===== src/inc/ecmb_pkg.sv =====
// Byte offsets, fixed values and bit masks of the mid slice of the
// extended card data array.
// Assumes the bank is addressed by byte index, one byte per access.
`default_nettype none
package ecmb_pkg;
	// ------------------------------------------------------------------
	// Writable bytes
	// ------------------------------------------------------------------
	localparam int NCFG = 11;
	localparam int IDX_FW = 0, IDX_UWP = 1, IDX_BWP = 2, IDX_EGD = 3;
	localparam int IDX_BBC = 4, IDX_BCP = 5, IDX_PART = 6, IDX_BUSW = 7;
	localparam int IDX_TIM = 8, IDX_PWR = 9, IDX_CSET = 10;
	localparam logic [7:0] OFS_FW = 8'ha9, OFS_UWP = 8'hab, OFS_BWP = 8'had;
	localparam logic [7:0] OFS_EGD = 8'haf, OFS_BBC = 8'hb1, OFS_BCP = 8'hb2;
	localparam logic [7:0] OFS_PART = 8'hb3, OFS_BUSW = 8'hb7, OFS_TIM = 8'hb9;
	localparam logic [7:0] OFS_PWR = 8'hbb, OFS_CSET = 8'hbf;
	localparam logic [7:0] CFG_RESET = 8'h00;
	localparam logic [7:0] MASK_ALL = 8'hff, MASK_NONE = 8'h00;
	localparam logic [7:0] BCP_WMASK = 8'h11, BCP_STICKY = 8'h01;
	localparam logic [7:0] UWP_STICKY = 8'h14, BWP_STICKY = 8'h05;
	localparam logic [7:0] PART_SOFTCLR = 8'h78;
	// ------------------------------------------------------------------
	// Read-only bytes: offset and fixed value
	// ------------------------------------------------------------------
	localparam logic [7:0] OFS_FLUSH_POL = 8'hf0, VAL_FLUSH_POL = 8'h00;
	localparam logic [7:0] OFS_PC_DDR52_HI = 8'hef, VAL_PC_DDR52_HI = 8'h22;
	localparam logic [7:0] OFS_PC_DDR52_LO = 8'hee, VAL_PC_DDR52_LO = 8'h77;
	localparam logic [7:0] OFS_PC200_195 = 8'hed, VAL_PC200_195 = 8'h88;
	localparam logic [7:0] OFS_PC200_130 = 8'hec, VAL_PC200_130 = 8'h88;
	localparam logic [7:0] OFS_MINW_DDR = 8'heb, VAL_MINW_DDR = 8'h00;
	localparam logic [7:0] OFS_MINR_DDR = 8'hea, VAL_MINR_DDR = 8'h50;
	localparam logic [7:0] OFS_TRIM_MUL = 8'he8, VAL_TRIM_MUL = 8'h01;
	localparam logic [7:0] OFS_SEC_FEAT = 8'he7, VAL_SEC_FEAT = 8'h55;
	localparam logic [7:0] OFS_SEC_ERM = 8'he6, VAL_SEC_ERM = 8'hdc;
	localparam logic [7:0] OFS_SEC_TRM = 8'he5, VAL_SEC_TRM = 8'hff;
	localparam logic [7:0] OFS_BOOT_INF = 8'he4, VAL_BOOT_INF = 8'h07;
	localparam logic [7:0] OFS_BOOT_SZ = 8'he2, VAL_BOOT_SZ = 8'h10;
	localparam logic [7:0] OFS_ACCESS = 8'he1, VAL_ACCESS = 8'h08;
	localparam logic [7:0] OFS_ERU = 8'he0, VAL_ERU = 8'h08;
	localparam logic [7:0] OFS_ER_TMO = 8'hdf, VAL_ER_TMO = 8'h07;
	localparam logic [7:0] OFS_RELW = 8'hde, VAL_RELW = 8'h01;
	localparam logic [7:0] OFS_WPG = 8'hdd, VAL_WPG = 8'h01;
	localparam logic [7:0] OFS_SLP_CORE = 8'hdc, VAL_SLP_CORE = 8'h06;
	localparam logic [7:0] OFS_SLP_IO = 8'hdb, VAL_SLP_IO = 8'h0a;
	localparam logic [7:0] OFS_PROD_TMO = 8'hda, VAL_PROD_TMO = 8'h0a;
	localparam logic [7:0] OFS_SLP_AWK = 8'hd9, VAL_SLP_AWK = 8'h10;
	localparam logic [7:0] OFS_SLP_NTF = 8'hd8, VAL_SLP_NTF = 8'h10;
	localparam logic [7:0] OFS_SECT_B3 = 8'hd7, OFS_SECT_B2 = 8'hd6;
	localparam logic [7:0] OFS_SECT_B1 = 8'hd5, OFS_SECT_B0 = 8'hd4;
	localparam logic [31:0] VAL_SECTORS = 32'h00760000;
	localparam logic [7:0] OFS_SWP_INF = 8'hd3, VAL_SWP_INF = 8'h00;
	localparam logic [7:0] OFS_MINW_W52 = 8'hd2, VAL_MINW_W52 = 8'h00;
	localparam logic [7:0] OFS_MINR_W52 = 8'hd1, VAL_MINR_W52 = 8'h64;
	localparam logic [7:0] OFS_MINW_MID = 8'hd0, VAL_MINW_MID = 8'h00;
	localparam logic [7:0] OFS_MINR_MID = 8'hcf, VAL_MINR_MID = 8'h3c;
	localparam logic [7:0] OFS_MINW_N26 = 8'hce, VAL_MINW_N26 = 8'h00;
	localparam logic [7:0] OFS_MINR_N26 = 8'hcd, VAL_MINR_N26 = 8'h1e;
	localparam logic [7:0] OFS_PC26_HI = 8'hcb, VAL_PC26_HI = 8'h22;
	localparam logic [7:0] OFS_PC52_HI = 8'hca, VAL_PC52_HI = 8'h22;
	localparam logic [7:0] OFS_PC26_LO = 8'hc9, VAL_PC26_LO = 8'h66;
	localparam logic [7:0] OFS_PC52_LO = 8'hc8, VAL_PC52_LO = 8'h66;
	localparam logic [7:0] OFS_PSW_TIME = 8'hc7, VAL_PSW_TIME = 8'h01;
	localparam logic [7:0] OFS_IRQ_BUSY = 8'hc6, VAL_IRQ_BUSY = 8'h0a;
	localparam logic [7:0] OFS_DRV_CAPS = 8'hc5, VAL_DRV_CAPS = 8'h1f;
	localparam logic [7:0] OFS_DEV_TYPE = 8'hc4, VAL_DEV_TYPE = 8'h57;
	localparam logic [7:0] OFS_STRUCT_V = 8'hc2, VAL_STRUCT_V = 8'h02;
	localparam logic [7:0] OFS_EXT_REV = 8'hc0, VAL_EXT_REV = 8'h07;
	localparam logic [7:0] OFS_CSET_REV = 8'hbd, VAL_CSET_REV = 8'h00;
	localparam logic [7:0] OFS_STROBE = 8'hb8, VAL_STROBE = 8'h00;
	localparam logic [7:0] OFS_ERASED = 8'hb5, VAL_ERASED = 8'h00;
	localparam logic [7:0] OFS_BOOT_STS = 8'hae, VAL_BOOT_STS = 8'h00;
	localparam logic [7:0] VAL_RESERVED = 8'h00;
	localparam logic [7:0] RDATA_IDLE = 8'h00;
endpackage : ecmb_pkg
`default_nettype wire


===== src/design/ecmb_bank.sv =====
// Mid slice of the extended card data byte array: fixed capability
// bytes and host configuration bytes, reached over a plain port.
// Assumes one clock, strobes one cycle long and never together.
// Assumes arst_n is the power-on reset, soft_reset a sync level.
// Read data and refusal pulses stand one cycle only.
//
// Summary of operation
// DDR 52 MHz power classes 22/77
// 200 MHz power classes both 88
// SDR power classes 22 high, 66 low
// DDR min read 50, write 00
// Min read 64, 3c, 1e by mode
// Four-byte sector count 00760000, read-only
// Erase unit 08, erase timeout 07
// Reliable write 01, protect group 01
// Timeouts 0a, 10, 10
// Partition switch 01, interrupt busy 0a
// Secure caps 55, erase dc, trim ff
// Device type 57, structure 02, revision 07
// Boot_information 07, size 10, access 08
// Erased content 00, secure protect 00
// Bus width write-only, resets to zero
// Timing, power, command set, group writable
// Protect bytes mix plain and sticky bits
// Boot protect status reads zero
// Partition, boot bus, firmware bytes writable
// Strobe support 00, driver caps 1f
// Trim multiplier 01, flush policy 00
// Reserved bytes read zero, ignore writes
// Writes to read-only bytes ignored
//
// The address-and-strobe port was decided locally.

`timescale 1ns/100ps
`default_nettype none

module ecmb_bank (
	input  wire logic       clk,
	input  wire logic       arst_n,
	input  wire logic       soft_reset,
	input  wire logic [7:0] addr,
	input  wire logic [7:0] wdata,
	input  wire logic       wr,
	input  wire logic       rd,
	output logic      [7:0] rdata,
	output logic            write_refused,
	output logic      [7:0] firmware_config,
	output logic      [7:0] user_area_write_protect,
	output logic      [7:0] boot_area_write_protect,
	output logic      [7:0] erase_group_definition,
	output logic      [7:0] boot_bus_conditions,
	output logic      [7:0] boot_config_protection,
	output logic      [7:0] partition_configuration,
	output logic      [7:0] bus_width_select,
	output logic      [7:0] interface_timing_select,
	output logic      [7:0] power_class_select,
	output logic      [7:0] command_set_select
);

	// ------------------------------------------------------------------
	// State
	// ------------------------------------------------------------------
	typedef struct packed {
		logic [7:0] rdata;
		logic       refused;
	} ecmb_bank_state_t;

	ecmb_bank_state_t state;
	ecmb_bank_state_t next_state;

	logic [ecmb_pkg::NCFG-1:0] wsel;
	logic [ecmb_pkg::NCFG-1:0] we;
	logic [7:0]                rd_mux;

	// ------------------------------------------------------------------
	// Write decode
	// ------------------------------------------------------------------
	ecmb_addr_class u_class (
		.addr (addr),
		.wsel (wsel)
	);

	assign we = wr ? wsel : '0;

	// ------------------------------------------------------------------
	// Configuration bytes
	// ------------------------------------------------------------------
	ecmb_cfg_byte #(
		.WMASK   (ecmb_pkg::MASK_ALL),
		.STICKY  (ecmb_pkg::MASK_NONE),
		.SOFTCLR (ecmb_pkg::MASK_NONE)
	) u_fw (
		.clk        (clk),
		.arst_n     (arst_n),
		.wr_en      (we[ecmb_pkg::IDX_FW]),
		.wdata      (wdata),
		.soft_clear (soft_reset),
		.value      (firmware_config)
	);

	ecmb_cfg_byte #(
		.WMASK   (ecmb_pkg::MASK_ALL),
		.STICKY  (ecmb_pkg::UWP_STICKY),
		.SOFTCLR (ecmb_pkg::MASK_NONE)
	) u_uwp (
		.clk        (clk),
		.arst_n     (arst_n),
		.wr_en      (we[ecmb_pkg::IDX_UWP]),
		.wdata      (wdata),
		.soft_clear (soft_reset),
		.value      (user_area_write_protect)
	);

	ecmb_cfg_byte #(
		.WMASK   (ecmb_pkg::MASK_ALL),
		.STICKY  (ecmb_pkg::BWP_STICKY),
		.SOFTCLR (ecmb_pkg::MASK_NONE)
	) u_bwp (
		.clk        (clk),
		.arst_n     (arst_n),
		.wr_en      (we[ecmb_pkg::IDX_BWP]),
		.wdata      (wdata),
		.soft_clear (soft_reset),
		.value      (boot_area_write_protect)
	);

	ecmb_cfg_byte #(
		.WMASK   (ecmb_pkg::MASK_ALL),
		.STICKY  (ecmb_pkg::MASK_NONE),
		.SOFTCLR (ecmb_pkg::MASK_NONE)
	) u_egd (
		.clk        (clk),
		.arst_n     (arst_n),
		.wr_en      (we[ecmb_pkg::IDX_EGD]),
		.wdata      (wdata),
		.soft_clear (soft_reset),
		.value      (erase_group_definition)
	);

	ecmb_cfg_byte #(
		.WMASK   (ecmb_pkg::MASK_ALL),
		.STICKY  (ecmb_pkg::MASK_NONE),
		.SOFTCLR (ecmb_pkg::MASK_ALL)
	) u_bbc (
		.clk        (clk),
		.arst_n     (arst_n),
		.wr_en      (we[ecmb_pkg::IDX_BBC]),
		.wdata      (wdata),
		.soft_clear (soft_reset),
		.value      (boot_bus_conditions)
	);

	ecmb_cfg_byte #(
		.WMASK   (ecmb_pkg::BCP_WMASK),
		.STICKY  (ecmb_pkg::BCP_STICKY),
		.SOFTCLR (ecmb_pkg::MASK_NONE)
	) u_bcp (
		.clk        (clk),
		.arst_n     (arst_n),
		.wr_en      (we[ecmb_pkg::IDX_BCP]),
		.wdata      (wdata),
		.soft_clear (soft_reset),
		.value      (boot_config_protection)
	);

	ecmb_cfg_byte #(
		.WMASK   (ecmb_pkg::MASK_ALL),
		.STICKY  (ecmb_pkg::MASK_NONE),
		.SOFTCLR (ecmb_pkg::PART_SOFTCLR)
	) u_part (
		.clk        (clk),
		.arst_n     (arst_n),
		.wr_en      (we[ecmb_pkg::IDX_PART]),
		.wdata      (wdata),
		.soft_clear (soft_reset),
		.value      (partition_configuration)
	);

	ecmb_cfg_byte #(
		.WMASK   (ecmb_pkg::MASK_ALL),
		.STICKY  (ecmb_pkg::MASK_NONE),
		.SOFTCLR (ecmb_pkg::MASK_NONE)
	) u_busw (
		.clk        (clk),
		.arst_n     (arst_n),
		.wr_en      (we[ecmb_pkg::IDX_BUSW]),
		.wdata      (wdata),
		.soft_clear (soft_reset),
		.value      (bus_width_select)
	);

	ecmb_cfg_byte #(
		.WMASK   (ecmb_pkg::MASK_ALL),
		.STICKY  (ecmb_pkg::MASK_NONE),
		.SOFTCLR (ecmb_pkg::MASK_NONE)
	) u_tim (
		.clk        (clk),
		.arst_n     (arst_n),
		.wr_en      (we[ecmb_pkg::IDX_TIM]),
		.wdata      (wdata),
		.soft_clear (soft_reset),
		.value      (interface_timing_select)
	);

	ecmb_cfg_byte #(
		.WMASK   (ecmb_pkg::MASK_ALL),
		.STICKY  (ecmb_pkg::MASK_NONE),
		.SOFTCLR (ecmb_pkg::MASK_NONE)
	) u_pwr (
		.clk        (clk),
		.arst_n     (arst_n),
		.wr_en      (we[ecmb_pkg::IDX_PWR]),
		.wdata      (wdata),
		.soft_clear (soft_reset),
		.value      (power_class_select)
	);

	ecmb_cfg_byte #(
		.WMASK   (ecmb_pkg::MASK_ALL),
		.STICKY  (ecmb_pkg::MASK_NONE),
		.SOFTCLR (ecmb_pkg::MASK_NONE)
	) u_cset (
		.clk        (clk),
		.arst_n     (arst_n),
		.wr_en      (we[ecmb_pkg::IDX_CSET]),
		.wdata      (wdata),
		.soft_clear (soft_reset),
		.value      (command_set_select)
	);

	// ------------------------------------------------------------------
	// Read multiplexer
	// ------------------------------------------------------------------
	always_comb begin
		rd_mux = ecmb_pkg::VAL_RESERVED;
		case (addr)
			ecmb_pkg::OFS_FLUSH_POL: rd_mux = ecmb_pkg::VAL_FLUSH_POL;

			ecmb_pkg::OFS_PC_DDR52_HI: rd_mux = ecmb_pkg::VAL_PC_DDR52_HI;
			ecmb_pkg::OFS_PC_DDR52_LO: rd_mux = ecmb_pkg::VAL_PC_DDR52_LO;

			ecmb_pkg::OFS_PC200_195: rd_mux = ecmb_pkg::VAL_PC200_195;
			ecmb_pkg::OFS_PC200_130: rd_mux = ecmb_pkg::VAL_PC200_130;

			ecmb_pkg::OFS_MINW_DDR: rd_mux = ecmb_pkg::VAL_MINW_DDR;
			ecmb_pkg::OFS_MINR_DDR: rd_mux = ecmb_pkg::VAL_MINR_DDR;

			ecmb_pkg::OFS_TRIM_MUL: rd_mux = ecmb_pkg::VAL_TRIM_MUL;

			ecmb_pkg::OFS_SEC_FEAT: rd_mux = ecmb_pkg::VAL_SEC_FEAT;
			ecmb_pkg::OFS_SEC_ERM: rd_mux = ecmb_pkg::VAL_SEC_ERM;
			ecmb_pkg::OFS_SEC_TRM: rd_mux = ecmb_pkg::VAL_SEC_TRM;

			ecmb_pkg::OFS_BOOT_INF: rd_mux = ecmb_pkg::VAL_BOOT_INF;
			ecmb_pkg::OFS_BOOT_SZ: rd_mux = ecmb_pkg::VAL_BOOT_SZ;
			ecmb_pkg::OFS_ACCESS: rd_mux = ecmb_pkg::VAL_ACCESS;

			ecmb_pkg::OFS_ERU: rd_mux = ecmb_pkg::VAL_ERU;
			ecmb_pkg::OFS_ER_TMO: rd_mux = ecmb_pkg::VAL_ER_TMO;

			ecmb_pkg::OFS_RELW: rd_mux = ecmb_pkg::VAL_RELW;
			ecmb_pkg::OFS_WPG: rd_mux = ecmb_pkg::VAL_WPG;

			ecmb_pkg::OFS_SLP_CORE: rd_mux = ecmb_pkg::VAL_SLP_CORE;
			ecmb_pkg::OFS_SLP_IO: rd_mux = ecmb_pkg::VAL_SLP_IO;

			ecmb_pkg::OFS_PROD_TMO: rd_mux = ecmb_pkg::VAL_PROD_TMO;
			ecmb_pkg::OFS_SLP_AWK: rd_mux = ecmb_pkg::VAL_SLP_AWK;
			ecmb_pkg::OFS_SLP_NTF: rd_mux = ecmb_pkg::VAL_SLP_NTF;

			ecmb_pkg::OFS_SECT_B3: rd_mux = ecmb_pkg::VAL_SECTORS[31:24];
			ecmb_pkg::OFS_SECT_B2: rd_mux = ecmb_pkg::VAL_SECTORS[23:16];
			ecmb_pkg::OFS_SECT_B1: rd_mux = ecmb_pkg::VAL_SECTORS[15:8];
			ecmb_pkg::OFS_SECT_B0: rd_mux = ecmb_pkg::VAL_SECTORS[7:0];

			ecmb_pkg::OFS_SWP_INF: rd_mux = ecmb_pkg::VAL_SWP_INF;

			ecmb_pkg::OFS_MINW_W52: rd_mux = ecmb_pkg::VAL_MINW_W52;
			ecmb_pkg::OFS_MINR_W52: rd_mux = ecmb_pkg::VAL_MINR_W52;

			ecmb_pkg::OFS_MINW_MID: rd_mux = ecmb_pkg::VAL_MINW_MID;
			ecmb_pkg::OFS_MINR_MID: rd_mux = ecmb_pkg::VAL_MINR_MID;

			ecmb_pkg::OFS_MINW_N26: rd_mux = ecmb_pkg::VAL_MINW_N26;
			ecmb_pkg::OFS_MINR_N26: rd_mux = ecmb_pkg::VAL_MINR_N26;

			ecmb_pkg::OFS_PC26_HI: rd_mux = ecmb_pkg::VAL_PC26_HI;
			ecmb_pkg::OFS_PC52_HI: rd_mux = ecmb_pkg::VAL_PC52_HI;
			ecmb_pkg::OFS_PC26_LO: rd_mux = ecmb_pkg::VAL_PC26_LO;
			ecmb_pkg::OFS_PC52_LO: rd_mux = ecmb_pkg::VAL_PC52_LO;

			ecmb_pkg::OFS_PSW_TIME: rd_mux = ecmb_pkg::VAL_PSW_TIME;
			ecmb_pkg::OFS_IRQ_BUSY: rd_mux = ecmb_pkg::VAL_IRQ_BUSY;

			ecmb_pkg::OFS_DRV_CAPS: rd_mux = ecmb_pkg::VAL_DRV_CAPS;
			ecmb_pkg::OFS_DEV_TYPE: rd_mux = ecmb_pkg::VAL_DEV_TYPE;
			ecmb_pkg::OFS_STRUCT_V: rd_mux = ecmb_pkg::VAL_STRUCT_V;
			ecmb_pkg::OFS_EXT_REV: rd_mux = ecmb_pkg::VAL_EXT_REV;

			ecmb_pkg::OFS_CSET_REV: rd_mux = ecmb_pkg::VAL_CSET_REV;
			ecmb_pkg::OFS_STROBE: rd_mux = ecmb_pkg::VAL_STROBE;
			ecmb_pkg::OFS_ERASED: rd_mux = ecmb_pkg::VAL_ERASED;
			ecmb_pkg::OFS_BOOT_STS: rd_mux = ecmb_pkg::VAL_BOOT_STS;

			// Writable bytes read back their state, except bus width, which reads zero
			ecmb_pkg::OFS_FW: rd_mux = firmware_config;
			ecmb_pkg::OFS_UWP: rd_mux = user_area_write_protect;
			ecmb_pkg::OFS_BWP: rd_mux = boot_area_write_protect;
			ecmb_pkg::OFS_EGD: rd_mux = erase_group_definition;
			ecmb_pkg::OFS_BBC: rd_mux = boot_bus_conditions;
			ecmb_pkg::OFS_BCP: rd_mux = boot_config_protection;
			ecmb_pkg::OFS_PART: rd_mux = partition_configuration;
			ecmb_pkg::OFS_BUSW: rd_mux = ecmb_pkg::VAL_RESERVED;
			ecmb_pkg::OFS_TIM: rd_mux = interface_timing_select;
			ecmb_pkg::OFS_PWR: rd_mux = power_class_select;
			ecmb_pkg::OFS_CSET: rd_mux = command_set_select;

			default: rd_mux = ecmb_pkg::VAL_RESERVED;
		endcase
	end

	// ------------------------------------------------------------------
	// Answer registers
	// ------------------------------------------------------------------
	always_comb begin
		next_state = state;
		next_state.rdata = rd ? rd_mux : ecmb_pkg::RDATA_IDLE;
		next_state.refused = wr && (wsel == '0);
	end

	always_ff @(posedge clk or negedge arst_n) begin
		if (!arst_n) begin
			state.rdata <= ecmb_pkg::RDATA_IDLE;
			state.refused <= 1'b0;
		end else begin
			state <= next_state;
		end
	end

	assign rdata = state.rdata;
	assign write_refused = state.refused;
endmodule : ecmb_bank
`default_nettype wire


===== src/design/ecmb_cfg_byte.sv =====
// One host-writable configuration byte with per-bit write, sticky
// and soft-clear masks.
// Assumes arst_n is the power-on reset of the bank.
`timescale 1ns/100ps
`default_nettype none
module ecmb_cfg_byte #(
	parameter logic [7:0] WMASK   = 8'hff,
	parameter logic [7:0] STICKY  = 8'h00,
	parameter logic [7:0] SOFTCLR = 8'h00
) (
	input  wire logic       clk,
	input  wire logic       arst_n,
	input  wire logic       wr_en,
	input  wire logic [7:0] wdata,
	input  wire logic       soft_clear,
	output logic      [7:0] value
);
	typedef struct packed {
		logic [7:0] value;
	} ecmb_cfg_state_t;
	ecmb_cfg_state_t state;
	ecmb_cfg_state_t next_state;
	// ------------------------------------------------------------------
	// Next value
	// ------------------------------------------------------------------
	always_comb begin
		next_state = state;
		if (soft_clear) begin
			next_state.value = state.value & ~SOFTCLR;
		end
		if (wr_en) begin
			// Sticky bits only set; plain bits take the data
			next_state.value = (next_state.value & ~WMASK)
				| (wdata & WMASK & ~STICKY)
				| ((next_state.value | wdata) & WMASK & STICKY);
		end
	end
	always_ff @(posedge clk or negedge arst_n) begin
		if (!arst_n) begin
			state.value <= ecmb_pkg::CFG_RESET;
		end else begin
			state <= next_state;
		end
	end
	assign value = state.value;
endmodule : ecmb_cfg_byte
`default_nettype wire


===== src/design/ecmb_addr_class.sv =====
// Decoder from byte index to one-hot select of the writable bytes.
// Assumes a byte index on addr; anything else selects nothing.
`timescale 1ns/100ps
`default_nettype none
module ecmb_addr_class (
	input  wire logic [7:0]                addr,
	output logic      [ecmb_pkg::NCFG-1:0] wsel
);
	// ------------------------------------------------------------------
	// Decode
	// ------------------------------------------------------------------
	always_comb begin
		wsel = '0;
		case (addr)
			ecmb_pkg::OFS_FW: wsel[ecmb_pkg::IDX_FW] = 1'b1;
			ecmb_pkg::OFS_UWP: wsel[ecmb_pkg::IDX_UWP] = 1'b1;
			ecmb_pkg::OFS_BWP: wsel[ecmb_pkg::IDX_BWP] = 1'b1;
			ecmb_pkg::OFS_EGD: wsel[ecmb_pkg::IDX_EGD] = 1'b1;
			ecmb_pkg::OFS_BBC: wsel[ecmb_pkg::IDX_BBC] = 1'b1;
			ecmb_pkg::OFS_BCP: wsel[ecmb_pkg::IDX_BCP] = 1'b1;
			ecmb_pkg::OFS_PART: wsel[ecmb_pkg::IDX_PART] = 1'b1;
			ecmb_pkg::OFS_BUSW: wsel[ecmb_pkg::IDX_BUSW] = 1'b1;
			ecmb_pkg::OFS_TIM: wsel[ecmb_pkg::IDX_TIM] = 1'b1;
			ecmb_pkg::OFS_PWR: wsel[ecmb_pkg::IDX_PWR] = 1'b1;
			ecmb_pkg::OFS_CSET: wsel[ecmb_pkg::IDX_CSET] = 1'b1;
			default: wsel = '0;
		endcase
	end
endmodule : ecmb_addr_class
`default_nettype wire


===== config.mk =====
export PLATFORM = sky130hd
export DESIGN_NAME = ecmb_bank
export DESIGN_NICKNAME = d
export VERILOG_FILES = /design/src/inc/ecmb_pkg.sv /design/src/design/ecmb_bank.sv /design/src/design/ecmb_cfg_byte.sv /design/src/design/ecmb_addr_class.sv
export SDC_FILE = /design/constraint.sdc
export NUM_CORES = 1
export LEC_CHECK = 0
export CAP_MARGIN = 20
export CORE_UTILIZATION = 50
export CTS_CLUSTER_DIAMETER = 80
export CTS_CLUSTER_SIZE = 24
export DETAILED_ROUTE_END_ITERATION = 16
export DONT_BUFFER_PORTS = 1
export GPL_TIMING_DRIVEN = 0
export PLACE_DENSITY = 0.62
export SLEW_MARGIN = 20
export SYNTH_ARGS = -nofsm -noshare
export SYNTH_HDL_FRONTEND = slang
export SYNTH_HIERARCHICAL = 1
export SYNTH_SLANG_ARGS = --single-unit
export TNS_END_PERCENT = 10

===== constraint.sdc =====
create_clock -name clk -period 3.16 [get_ports clk]
set_input_delay 0.474 -clock clk [delete_from_list [all_inputs] [get_ports clk]]
set_output_delay 0.474 -clock clk [all_outputs]
set_load 0.03 [all_outputs]

==> out/qor.txt <==
Synth Area in Compound Gates = 13.9%
Xor/xnor share of the synthesized area = 0.167%
Maximum buffer depth of the clock tree = 2
Via count = 4,083
Post-route ant nets = 0
CP endpoint kind = flip-flop
Overall Global Routing Usage = 33.8%
Worst Hold Class = in2async
R2R cell count = 4
Synth Cell Area = 5230 um^2
# setup viols final = 0
Post-DP HPWL = 12.8 mm
Fin crit share = 88.1%
DIE WIDTH = 104 um
Final Worst Setup Slack = 0.377 ns
Drt initial violations = 363
WS Path Type = in2reg
Worst VDD drop = 0.316 mV
Largest net degree at the start of global routing = 92
Sequential fraction of the synthesis area = 43.5%
Drt drc = 0
Core box area = 9950 um^2
Ys flop type = dfrtp_1
Die H = 104 um
Global route overflow = 0
Place WS = 0.0985 ns
Final #Nets = 493
Slew margin rel. = 26.4%
EDFF count, synth = 0
Synthesis-to-finish area growth = 7.82%
Async S/R FF share, synth = 100%
Setup slack, reg-to-reg = 1.11 ns
Reg-to-Reg End = rdata[0]
Final Wtd Congestion = 0.963
Commonest non-fill, non-tap cell in the layout = dfrtp_1
Rows = 36
DR WL/cell = 29.3 um
Crit path capture = rdata[0]
Mean Syn Cell Area = 11.5 um^2
Cell variety after synth = 59
Setup TNS = 0 ns
Synth warn = 6
Status = finished, final reports clean
Final Skew = 0.0165 ns
Crit path largest cell delay = 0.95 ns
Reg clk slew, reported paths = 0.10 ns
Adder-Cell Fraction of Synth Area = 0%
I/O Buffers = 0
Worst-path fanout max = 10
P_leak = 2.48 nW
Routed wire length = 17.9 mm
Unrepaired setup endpoints after global routing = no
N_diodes = 0
Register bit count reported by yosys = 91
Vias in the first global route = 4,137
Synth Area in Simple Gates = 14.4%
First-pass GRT wire length = 27.1 mm
Max Slew Vio Count = 0
Worst reg2reg path startpoint = u_tim/value[0]
Crit path DAT = 3.04 ns
Post-synthesis mux area share = 23.0%
CTS resizes = 0
Clock Sinks = 91
Initial antenna violation count = 0
Starting Density = 52.6%
WHS = 0.0175 ns
Max-cap check violation count = 0
IO Pins = 118
Crit path cell chain = buf_1, nand2_1, nor3_1, a32oi_1, nor2_1, a2111oi_0, a31oi_1
Worst-margin pin slew = 1.10 ns
Syn Inst Count = 455
CTS H-tree depth = 3
Fmax = 359 MHz
Inserted Clock Buffers = 9
Clock root cell = clkbuf_8
Final hold vios = 0
CP max-delay cell = nor3_1
Layout cell share with drive strength beyond 1 = 26.3%
Req. time, crit path = 3.42 ns
Clock Latency Late Sink = 0.37 ns
Main combinational cell family by area after synthesis = multiplexers
CTS tree = yes
Via-to-Cell Ratio = 6.70
Core Util, Final = 56.7%
Power density cells = 433 nW/um^2
DRT Pass-1 Iters = 5
Commonest non-fill, non-tap cells in the layout = dfrtp_1, mux2_4, nor2_1
Tmin final = 2.78 ns
Crit path launch type = input pin
CP Launch Point = addr[0]
Die Area = 10,900 um^2
## power by group
group	switching, mW	total [mW]	internal [mW]
Sequential	0.139	1.35	1.21
Clock	0.450	0.819	0.370
Combinational	0.165	0.277	0.113
Total	0.754	2.44	1.69
## critical path, delay by kind of cell
family                 cells  cell delay [ns]
and+or+nand+nor            3             1.51
AOI/OAI and AO/OA          3             0.60
buffers and inverters      1             0.44
## synthesized netlist by cell type (all sizes together) (5+ instances only)
cell	instances	area (um^2)
buf	28	211
mux2i	16	160
o21ai	13	65.1
a21oi	18	90.1
a22o	12	106
and2	11	68.8
clkbuf	8	30.0
nand3	10	50.1
mux2	71	1040
nand2b	6	37.5
dfrtp	91	2280
a31oi	12	75.1
nor2b	5	31.3
a21o	6	51.3
o31ai	5	37.5
nor3	25	125
a22oi	11	82.6
nor2	30	136
nor4	8	50.1
nand2	17	63.8
## area by class of cell
| cell class | instances | area, um^2 |
|---|---|---|
| clock buffers | 9 | 124 |
| inverters | 5 | 18.8 |
| flip-flops and latches | 91 | 2280 |
| fillers | 867 | 4310 |
| multi-input cells | 328 | 2720 |
| plain buffers | 36 | 241 |
| well taps | 133 | 166 |
| repair buffers | 1 | 27.5 |
| clock inverters | 6 | 72.6 |
## repair_timing
item,4_1_cts,5_1_grt
hold buffers,1,0
hold endpoints to repair,91,0
setup buffers,0,0
setup endpoints to repair,0,0
## worst min path at each step
stage / slack [ns] / to / startpoint
after floorplan: 0.18 / rdata[0] / arst_n
after global placement: 0.18 / u_bbc/value[1] / arst_n
after detailed placement: 0.18 / u_part/value[1] / arst_n
after CTS: 0.03 / u_egd/value[6] / arst_n
after global routing: 0.03 / u_egd/value[1] / arst_n
final: 0.02 / rdata[2] / arst_n
## metrics by stage
| stage | instances | instance area, um^2 | total power [mW] |
|---|---|---|---|
| final | 609 | 5640 | 2.44 |
| after global placement | 593 | 5420 | 1.61 |
| after CTS | 609 | 5640 | 2.45 |
| after floorplan | 460 | 5250 | 1.54 |
| after global routing | 609 | 5640 | 2.52 |
| after detailed placement | 593 | 5420 | 1.61 |
## metal layers
layer / part of all wire (%) / up-vias / global-route usage, %
met1: 42 / 2082 / 44.3
met4: 3.6 / 0 / 15.9
li1: - / 1733 / -
met2: 46 / 229 / 51.1
met3: 8.6 / 39 / 9.90
met5: 0 / - / 0
## cells by family (layout without fill, tap and decap cells)
kind of cell	count (synthesis)	in the layout
mux	87	87
other cells	1	6
simple gates	134	134
flops	91	91
xor+xnor	1	1
buf+inv	41	57
compound gates	100	100
No activity file was read; power rests on OpenSTA's default activity.
